===== src/common/esf_pkg.sv =====
// Constants for the interrupt event status flag logic (bits 5 to 2)
package esf_pkg;

  // ****************************************
  // Bus geometry
  // ****************************************
  localparam int ADDR_W = 8;
  localparam int DATA_W = 8;

  // ****************************************
  // Register offsets
  // ****************************************
  localparam logic [7:0] OFS_EVENT_STATUS = 8'h00;
  localparam logic [7:0] OFS_FIFO_STATE = 8'h01;
  localparam logic [7:0] OFS_SYSTEM_STATE = 8'h02;
  localparam logic [7:0] OFS_FIFO_CFG1 = 8'h03;
  localparam logic [7:0] OFS_CD_CFG1 = 8'h04;
  localparam logic [7:0] OFS_CD_SRC1 = 8'h05;
  localparam logic [7:0] OFS_CD_SRC2 = 8'h06;
  localparam logic [7:0] OFS_ATT_STATE = 8'h07;
  localparam logic [7:0] OFS_IRQ_STATUS = 8'h08;
  localparam logic [7:0] OFS_IRQ_MASK = 8'h09;
  localparam logic [7:0] OFS_PIN_ENABLE = 8'h0A;
  localparam logic [7:0] OFS_PIN_ROUTE = 8'h0B;

  // ****************************************
  // Field positions
  // ****************************************
  localparam int BIT_BUF_EVT = 5;
  localparam int BIT_OT_EVT = 4;
  localparam int BIT_WT_EVT = 3;
  localparam int BIT_ATT_EVT = 2;
  localparam int EVT_LO = 2;
  localparam int EVT_HI = 5;
  localparam int BIT_FIFO_WMRK = 7;
  localparam int BIT_FIFO_OVF = 6;
  localparam int BIT_GATE_ERR = 7;
  localparam int FIFO_MODE_LSB = 6;
  localparam int BIT_OT_LATCH = 7;
  localparam int BIT_WT_LATCH = 6;
  localparam int BIT_OT_ACTIVE = 7;
  localparam int BIT_WT_ACTIVE = 7;
  localparam int BIT_FRESH_ATT = 7;
  localparam int ATT_CODE_W = 3;

  // ****************************************
  // Encodings and reset values
  // ****************************************
  localparam logic [1:0] FIFO_MODE_OFF = 2'h0;
  localparam logic [1:0] FIFO_MODE_TRIG = 2'h3;
  localparam logic [7:0] RST_REG = 8'h00;
  localparam logic [ATT_CODE_W-1:0] RST_ATT_CODE = 3'h0;

endpackage : esf_pkg


===== src/logic/esf_event_flags.sv =====
// Event status bits 5 to 2 with their source registers and interrupt routing
//
// How it works
// (RULE_01) Bit 5 reads one while the fifo is on and overflow, gate-error or (outside triggered mode) watermark is active, else zero.
// (RULE_02) Watermark and overflow are shown in the fifo state register, gate-error in the system state register.
// (RULE_03) Bit 5 stays zero while the fifo mode field is 00b.
// (RULE_04) In triggered mode the watermark flag still asserts but neither sets bit 5 nor drives a pin.
// (RULE_05) A full fifo sets bit 5 and, when enabled, drives interrupt pin one or two.
// (RULE_06) A host wanting the trigger moment should watch the change detector or attitude interrupts.
// (RULE_07) Bit 4 always equals the outside-threshold active flag of change detector source one.
// (RULE_08) With its latch enabled bit 4 clears only on a read of source one, else when the condition drops.
// (RULE_09) Bit 3 always equals the within-threshold active flag of change detector source two.
// (RULE_10) With its latch enabled bit 3 clears only on a read of source two, else when the condition drops.
// (RULE_11) Bit 2 is set when an attitude change is detected and the fresh attitude bit is asserted.
// (RULE_12) Reading the attitude state register clears the attitude change bit.
// (RULE_13) Reading the event status register clears none of bits 5 to 2.
`timescale 1ns/10ps
`default_nettype none

module esf_event_flags (
  // Clock and reset
  input wire logic ref_clk,
  input wire logic resetn,
  // Register port
  input wire logic [esf_pkg::ADDR_W-1:0] reg_addr,
  input wire logic [esf_pkg::DATA_W-1:0] reg_wdata,
  input wire logic reg_wr,
  input wire logic reg_rd,
  output logic [esf_pkg::DATA_W-1:0] reg_rdata,
  // Fifo engine
  input wire logic fifo_watermark,
  input wire logic fifo_full,
  input wire logic fifo_gate_error,
  // Change detector engine
  input wire logic outside_threshold_cond,
  input wire logic within_threshold_cond,
  // Attitude engine
  input wire logic attitude_change,
  input wire logic [esf_pkg::ATT_CODE_W-1:0] attitude_code,
  // Interrupts
  output logic irq,
  output logic irq_pin_one,
  output logic irq_pin_two
);
  import esf_pkg::*;

  // ****************************************
  // Decode
  // ****************************************
  logic wr_fifo_cfg;
  logic wr_cd_cfg;
  logic wr_irq_status;
  logic wr_irq_mask;
  logic wr_pin_enable;
  logic wr_pin_route;
  logic rd_system;
  logic rd_cd_src1;
  logic rd_cd_src2;
  logic rd_att;

  assign wr_fifo_cfg = reg_wr && (reg_addr == OFS_FIFO_CFG1);
  assign wr_cd_cfg = reg_wr && (reg_addr == OFS_CD_CFG1);
  assign wr_irq_status = reg_wr && (reg_addr == OFS_IRQ_STATUS);
  assign wr_irq_mask = reg_wr && (reg_addr == OFS_IRQ_MASK);
  assign wr_pin_enable = reg_wr && (reg_addr == OFS_PIN_ENABLE);
  assign wr_pin_route = reg_wr && (reg_addr == OFS_PIN_ROUTE);
  assign rd_system = reg_rd && (reg_addr == OFS_SYSTEM_STATE);
  assign rd_cd_src1 = reg_rd && (reg_addr == OFS_CD_SRC1);
  assign rd_cd_src2 = reg_rd && (reg_addr == OFS_CD_SRC2);
  assign rd_att = reg_rd && (reg_addr == OFS_ATT_STATE);

  // ****************************************
  // Configuration registers
  // ****************************************
  logic [DATA_W-1:0] fifo_config_register_one;
  logic [DATA_W-1:0] change_detector_config_one;
  logic [DATA_W-1:0] irq_mask;
  logic [DATA_W-1:0] pin_enable;
  logic [DATA_W-1:0] pin_route;

  always_ff @(posedge ref_clk or negedge resetn) begin
    if (!resetn) begin
      fifo_config_register_one <= RST_REG;
      change_detector_config_one <= RST_REG;
      irq_mask <= RST_REG;
      pin_enable <= RST_REG;
      pin_route <= RST_REG;
    end else begin
      if (wr_fifo_cfg) begin
        fifo_config_register_one <= reg_wdata;
      end
      if (wr_cd_cfg) begin
        change_detector_config_one <= reg_wdata;
      end
      if (wr_irq_mask) begin
        irq_mask <= reg_wdata;
      end
      if (wr_pin_enable) begin
        pin_enable <= reg_wdata;
      end
      if (wr_pin_route) begin
        pin_route <= reg_wdata;
      end
    end
  end

  logic [1:0] fifo_mode;
  logic fifo_on;
  logic fifo_trig;
  logic outside_threshold_latch_enable;
  logic within_threshold_latch_enable;

  assign fifo_mode = fifo_config_register_one[FIFO_MODE_LSB +: 2];
  assign fifo_on = (fifo_mode != FIFO_MODE_OFF);
  assign fifo_trig = (fifo_mode == FIFO_MODE_TRIG);
  assign outside_threshold_latch_enable = change_detector_config_one[BIT_OT_LATCH];
  assign within_threshold_latch_enable = change_detector_config_one[BIT_WT_LATCH];

  // ****************************************
  // Fifo flags
  // ****************************************
  logic fifo_watermark_flag;
  logic fifo_overflow_flag;
  logic fifo_gate_error_flag;

  always_ff @(posedge ref_clk or negedge resetn) begin
    if (!resetn) begin
      fifo_watermark_flag <= 1'b0;
      fifo_overflow_flag <= 1'b0;
      fifo_gate_error_flag <= 1'b0;
    end else begin
      fifo_watermark_flag <= fifo_on && fifo_watermark; // RULE_04
      fifo_overflow_flag <= fifo_on && fifo_full; // RULE_05
      fifo_gate_error_flag <= fifo_gate_error || (fifo_gate_error_flag && !rd_system); // RULE_02
    end
  end

  logic buffer_event_bit;

  assign buffer_event_bit = fifo_on && ((fifo_watermark_flag && !fifo_trig) // RULE_03 RULE_04
    || fifo_overflow_flag || fifo_gate_error_flag); // RULE_01 RULE_05

  // ****************************************
  // Change detector flags
  // ****************************************
  logic outside_threshold_active;
  logic within_threshold_active;

  always_ff @(posedge ref_clk or negedge resetn) begin
    if (!resetn) begin
      outside_threshold_active <= 1'b0;
    end else begin
      outside_threshold_active <= outside_threshold_cond
        || (outside_threshold_latch_enable && outside_threshold_active && !rd_cd_src1); // RULE_08
    end
  end

  always_ff @(posedge ref_clk or negedge resetn) begin
    if (!resetn) begin
      within_threshold_active <= 1'b0;
    end else begin
      within_threshold_active <= within_threshold_cond
        || (within_threshold_latch_enable && within_threshold_active && !rd_cd_src2); // RULE_10
    end
  end

  // ****************************************
  // Attitude flags
  // ****************************************
  logic fresh_attitude_bit;
  logic [ATT_CODE_W-1:0] att_code;

  always_ff @(posedge ref_clk or negedge resetn) begin
    if (!resetn) begin
      fresh_attitude_bit <= 1'b0;
      att_code <= RST_ATT_CODE;
    end else begin
      fresh_attitude_bit <= attitude_change || (fresh_attitude_bit && !rd_att); // RULE_11 RULE_12
      if (attitude_change) begin
        att_code <= attitude_code;
      end
    end
  end

  // ****************************************
  // Event status vector
  // ****************************************
  logic [DATA_W-1:0] event_vec;

  always_comb begin
    event_vec = RST_REG;
    event_vec[BIT_BUF_EVT] = buffer_event_bit; // RULE_01
    event_vec[BIT_OT_EVT] = outside_threshold_active; // RULE_07
    event_vec[BIT_WT_EVT] = within_threshold_active; // RULE_09
    event_vec[BIT_ATT_EVT] = fresh_attitude_bit; // RULE_11
  end

  // ****************************************
  // Sticky interrupt status
  // ****************************************
  logic [DATA_W-1:0] irq_status;
  wire logic [DATA_W-1:0] next_irq_status;

  // Set wins over write-one clear
  genvar gi;
  generate
    for (gi = 0; gi < DATA_W; gi++) begin : g_sticky
      if (gi >= EVT_LO && gi <= EVT_HI) begin : g_evt
        assign next_irq_status[gi] = event_vec[gi] || (irq_status[gi] && !(wr_irq_status && reg_wdata[gi]));
      end else begin : g_none
        assign next_irq_status[gi] = 1'b0;
      end
    end
  endgenerate

  always_ff @(posedge ref_clk or negedge resetn) begin
    if (!resetn) begin
      irq_status <= RST_REG;
    end else begin
      irq_status <= next_irq_status;
    end
  end

  // ****************************************
  // Interrupt outputs
  // ****************************************
  always_ff @(posedge ref_clk or negedge resetn) begin
    if (!resetn) begin
      irq <= 1'b0;
      irq_pin_one <= 1'b0;
      irq_pin_two <= 1'b0;
    end else begin
      irq <= |(irq_status & irq_mask);
      irq_pin_one <= |(event_vec & pin_enable & ~pin_route); // RULE_05
      irq_pin_two <= |(event_vec & pin_enable & pin_route); // RULE_05
    end
  end

  // ****************************************
  // Read data
  // ****************************************
  logic [DATA_W-1:0] next_rdata;

  always_comb begin
    next_rdata = RST_REG;
    case (reg_addr)
      OFS_EVENT_STATUS: begin
        next_rdata = event_vec; // RULE_13
      end
      OFS_FIFO_STATE: begin
        next_rdata[BIT_FIFO_WMRK] = fifo_watermark_flag; // RULE_02
        next_rdata[BIT_FIFO_OVF] = fifo_overflow_flag;
      end
      OFS_SYSTEM_STATE: begin
        next_rdata[BIT_GATE_ERR] = fifo_gate_error_flag; // RULE_02
      end
      OFS_FIFO_CFG1: begin
        next_rdata = fifo_config_register_one;
      end
      OFS_CD_CFG1: begin
        next_rdata = change_detector_config_one;
      end
      OFS_CD_SRC1: begin
        next_rdata[BIT_OT_ACTIVE] = outside_threshold_active;
      end
      OFS_CD_SRC2: begin
        next_rdata[BIT_WT_ACTIVE] = within_threshold_active;
      end
      OFS_ATT_STATE: begin
        next_rdata[BIT_FRESH_ATT] = fresh_attitude_bit;
        next_rdata[ATT_CODE_W-1:0] = att_code;
      end
      OFS_IRQ_STATUS: begin
        next_rdata = irq_status;
      end
      OFS_IRQ_MASK: begin
        next_rdata = irq_mask;
      end
      OFS_PIN_ENABLE: begin
        next_rdata = pin_enable;
      end
      OFS_PIN_ROUTE: begin
        next_rdata = pin_route;
      end
      default: begin
        next_rdata = RST_REG;
      end
    endcase
  end

  always_ff @(posedge ref_clk or negedge resetn) begin
    if (!resetn) begin
      reg_rdata <= RST_REG;
    end else if (reg_rd) begin
      reg_rdata <= next_rdata;
    end else begin
      reg_rdata <= RST_REG;
    end
  end

endmodule : esf_event_flags

`default_nettype wire


===== config.mk =====
export PLATFORM = sky130hd
export DESIGN_NAME = esf_event_flags
export DESIGN_NICKNAME = d
export VERILOG_FILES = /design/src/common/esf_pkg.sv /design/src/logic/esf_event_flags.sv
export SDC_FILE = /design/constraint.sdc
export NUM_CORES = 1
export LEC_CHECK = 0
export BUFFER_PORTS_ARGS = -buffer_cell sky130_fd_sc_hd__buf_4
export CORE_ASPECT_RATIO = 0.6
export CORE_MARGIN = 2
export CORE_UTILIZATION = 52
export DETAILED_ROUTE_END_ITERATION = 16
export PLACE_DENSITY = 0.75
export SYNTH_ARGS = -nofsm -noshare
export SYNTH_HDL_FRONTEND = slang
export SYNTH_SLANG_ARGS = --single-unit

===== constraint.sdc =====
create_clock -name ref_clk -period 1.7 [get_ports ref_clk]
set_input_delay 0.085 -clock ref_clk [delete_from_list [all_inputs] [get_ports ref_clk]]
set_output_delay 0.085 -clock ref_clk [all_outputs]
set_load 0.05 [all_outputs]

== Word-level counts from Yosys, hierarchy flattened ==
Cells that the tools add are included.

* Logic and storage cells: 91
* Output and inout port bits: 11
* Bits in registers: 64

* Bitwise logic cells: 5
* Muxes and demuxes: 5
* Reduce and logical (&&, ||, !) cells: 52
* Equality and inequality tests: 12

{| class="wikitable"
|+ Operators with widths
! operator !! number
|-
| $eq 8x3->1 const B || 4
|-
| $eq 8x4->1 const B || 4
|-
| $logic_and 1x1->1 || 28
|-
| $pmux 3 s8 || 1
|-
| $reduce_or 8->1 || 3
|-
| $pmux 3 s7 || 1
|-
| $and 6x8->8 || 2
|-
| $and 8x8->8 || 2
|-
| $eq 8x2->1 const B || 2
|-
| $logic_or 1x1->1 || 10
|-
| $pmux 1 s10 || 1
|-
| $logic_not 1->1 || 9
|-
| $eq 8x1->1 const B || 1
|-
| $logic_not 8->1 || 1
|-
| $mux 8 || 1
|-
| $not 8->8 || 1
|-
| $pmux 1 s6 || 1
|-
| $eq 2x2->1 const B || 1
|-
| $reduce_bool 2->1 || 1
|}

== Longest topological paths before layout ==
* Depth after elaboration: 9
* Gate-level depth with buffers: 8
* Depth with buffers taken out: 5

== Worst setup path before layout ==
No wires, ideal clock.

* Path kind: input to register
* Start: input reg_addr[5] in the netlist's numbering
* End: register fifo_config_register_one[0]
* Arrival time: 1,469 ps
* Stages: 5
* Slack: 106 ps
* Path through: or4_4 nor3_4 and3_1 buf_6 mux2_2

* Cells in the longest elaborated chain, start to end: 2

{| class="wikitable"
|+ RTL lines
! what !! line !! RTL
|-
| start, declared || esf_event_flags.sv:25 || <nowiki>input wire logic [esf_pkg::ADDR_W-1:0] reg_addr,</nowiki>
|-
| $eq 8x2->1 || esf_event_flags.sv:61 || <nowiki>assign wr_fifo_cfg = reg_wr && (reg_addr == OFS_FIFO_CFG1);</nowiki>
|-
| $logic_and 1x1->1 || esf_event_flags.sv:61 ||
|-
| end signal, assigned || esf_event_flags.sv:90 || <nowiki>fifo_config_register_one <= reg_wdata;</nowiki>
|-
| end, declared || esf_event_flags.sv:75 || <nowiki>logic [DATA_W-1:0] fifo_config_register_one;</nowiki>
|}

No other way between the ends.
A chain may end at the register's enable or synchronous reset.

== Worst setup path in the final report ==
* Start: register irq_mask[7]
* End: register reg_rdata[7] in the netlist's numbering

* Cells in the longest elaborated chain, start to end: 2

{| class="wikitable"
|+ RTL lines
! what !! line !! RTL
|-
| start, declared || esf_event_flags.sv:77 || <nowiki>logic [DATA_W-1:0] irq_mask;</nowiki>
|-
| start signal, assigned || esf_event_flags.sv:96 || <nowiki>irq_mask <= reg_wdata;</nowiki>
|-
| $pmux 1 s10 || esf_event_flags.sv:246 || <nowiki>case (reg_addr)</nowiki>
|-
| $mux 8 || esf_event_flags.sv:294 || <nowiki>end else if (reg_rd) begin</nowiki>
|-
| end signal, assigned || esf_event_flags.sv:295 || <nowiki>reg_rdata <= next_rdata;</nowiki>
|-
| end, declared || esf_event_flags.sv:29 || <nowiki>output logic [esf_pkg::DATA_W-1:0] reg_rdata,</nowiki>
|}

No other way between the ends.

==> reports/results.txt <==
Cell Pwr Density - 882.9 mW/mm^2
R2R cell count - 5
CP Max Fanout - 2
Final Instance Area - 0.003933 mm^2
Compound-gate portion of the synthesized area - 11.70%
Post-synthesis sequential area ratio - 52.57%
Total CTS buffers - 9
Final hold vios - 0
Port Buf Inserts - 39
Routability cong. - 0.9076
DR iter-0 viols - 124
Post-route setup TNS - 0 ps
Number of antenna violations at the first check in global routing - 0
Main combinational cell family by area after synthesis - multiplexers
Antenna Cells - 0
Most common cell after layout, fill and taps aside - buf_4
PostCTS Resize Cnt - 0
Antenna-violating nets left - 0
Min Hold Slack - 22.97 ps
Placed wire-length estimate - 5.640 mm
Peak supply drop - 0.6057 mV
Yosys reg bits - 64
RSZ-0062 raised after global routing - false
Setup Fix Bufs, Post-CTS - 0
Status - completed
Yosys cell types - 34
Critical Path Source Type - flop
Clock Skew - 10.60 ps
Layout cells sized above 1 - 45.23%
Fmax - 701.7 MHz
Number of global-route vias before repair - 2,340
Post-synthesis cell count - 246
Tightest Pin Transition - 427.8 ps
Post-synthesis xor/xnor area fraction - 0%
Syn_nets - 275
CTS Buffer Depth - 2
Setup Crit Path Kind - flop to flop
Max-slew violation count - 0
Die footprint - 0.006507 mm^2
Worst hold stages - 2
Max-slew headroom - 71.48%
Largest net degree at the start of global routing - 34
Post-Syn Area - 0.003047 mm^2
Clock-pin transition on the worst setup and hold timing paths - 70 ps
Most frequent cells in the layout - buf_4 (66), dfrtp_1 (64), mux2_2 (55)
I/O pin count - 40
Fin nets - 350
Slack of the worst reg-to-reg path - 270 ps
CTS root buf - clkbuf_8
Drt drc - 0
Required @ worst endpoint - 1940 ps
Yosys warns - 0
CP arrival - 1660 ps
First-pass GRT wire length - 12.75 mm
Avg Inst Size Synth - 12.38 um^2
Synth Area in Simple Gates - 10.47%
Gr ovfl total - 0
Worst hold path type - primary input to flop
Chip width - 102.8 um
Total track usage - 26.61%
Critical path cell sequence - mux2_2, a22o_1, a32oi_1, o21ai_0, and3_1
Slowest stage delay, CP - 380 ps
Site Rows - 21
Area Growth Syn to Fin - 29.08%
TritonCTS Sinks - 64
WL final - 7.843 mm
Tcrit/Tclk final - 83.83%
Placed inst area - 0.003612 mm^2
Fin crit period - 1425 ps
Max-cap viol count - 0
CTS tree - yes
Layout Utilization - 69.94%
Crit. End Element - flop
# setup viols final - 0
CP max stage cell - dfrtp_1
Leakage Power - 0.001876 uW
DR vias - 2,328
DIE HEIGHT - 63.29 um
WL/cell - 19.37 um
Initial core utilization - 54.18%
Adder-Cell Fraction of Synth Area - 0%
H-tree level count - 3
Core region area - 0.005623 mm^2
DR vias/cell - 5.748
Pre-CTS WS - 11.92 ps
Pre-antenna DRT Iters - 4
Clk Latency, worst-skew pair - 340 ps
Post-synthesis mux area share - 22.71%
Setup WS post-layout - 274.9 ps
==> kinds of logic (layout without fill, tap and decap cells) <==
group,count (synthesis),count (layout)
multiplexers,61,61
AO/OA/AOI/OAI,49,49
buffers and inverters,16,95
flip-flops,64,64
AND/OR/NAND/NOR,56,56
==> per-stage QoR <==
| step | std cells | total power (uW) |
|---|---|---|
| floorplan | 246 | 1847 |
| global placement | 380 | 2027 |
| detailed placement | 380 | 2039 |
| CTS | 405 | 3500 |
| global route | 405 | 3616 |
| finish | 405 | 3472 |
==> path summary, 6_finish.rpt <==
kind | startpoint | endpoint
min in group asynchronous | resetn | fifo_overflow_flag
max in group asynchronous | resetn | fifo_config_register_one[2]
min | reg_wdata[7] | irq_mask[7]
max | irq_mask[7] | reg_rdata[7]
min reg2reg | pin_route[7] | pin_route[7]
max reg2reg | irq_mask[7] | reg_rdata[7]
==> state kept, by name, summed over array words and instances, names as in the netlist, 3 cells and up <==
register,cells
change_detector_config_one,8
fifo_config_register_one,8
irq_mask,8
pin_enable,8
pin_route,8
reg_rdata,8
irq_status,4
att_code,3
==> area by class of cell <==
class | count | area, um^2
Timing Repair Buffer | 78 | 635.6
Fill cell | 413 | 1690
Multi-Input combinational cell | 166 | 1368
Clock inverter | 3 | 65.06
Sequential cell | 64 | 1602
Tap cell | 80 | 100.1
Clock buffer | 12 | 155.1
Inverter | 2 | 7.507
==> Yosys cell counts <==
cell type,number,area (um^2)
a21boi_0,2,15.01
a21o_1,8,60.06
a21oi_1,5,25.02
a22o_1,7,61.31
a22oi_1,5,37.54
a31o_2,2,17.52
a31oi_1,1,6.260
a32oi_1,7,61.31
and2_1,3,18.77
and3_1,3,18.77
buf_2,8,40.04
buf_6,1,11.26
clkbuf_1,5,18.77
dfrtp_1,64,1602
inv_1,2,7.510
mux2_2,55,619.3
mux2i_1,5,50.05
mux4_2,1,22.52
nand2_1,13,48.80
nand3_1,12,60.06
nand3_2,3,30.03
nand3b_1,1,7.510
nand4_1,5,31.28
nand4_2,1,12.51
nor2_1,7,26.28
nor2b_1,4,25.02
nor3_4,1,16.27
nor4_1,1,6.260
o21a_1,2,15.01
o21ai_0,7,35.03
o22ai_1,2,12.51
o32a_1,1,10.01
or2_2,1,6.260
or4_4,1,11.26
==> critical path: cells and delay by family, from the launching register on <==
family | cells | cell delay (ps)
AO/OA/AOI/OAI | 3 | 500
flip-flops | 1 | 380
multiplexers | 1 | 270
AND/OR/NAND/NOR | 1 | 180
==> layer usage <==
metal | part of all wire, % | global-route usage, % | up-vias
li1 | - | - | 1074
met1 | 48 | 41.39 | 1143
met2 | 42 | 37.66 | 99
met3 | 8.7 | 5.660 | 12
met4 | 1.3 | 6.908 | 0
met5 | 0 | 0 | -
==> where the power goes <==
group / internal (uW) / switching (uW) / total [uW]
sequential: 1590 / 51.5 / 1640
clock: 895 / 545 / 1440
combinational: 191 / 196 / 387
==> what timing repair did <==
action | CTS | global route
hold buffers | 10 | 0
setup endpoints to repair | 0 | 0
endpoints found under the hold margin | 41 | 0
Power figures use the tool's default switching activity.
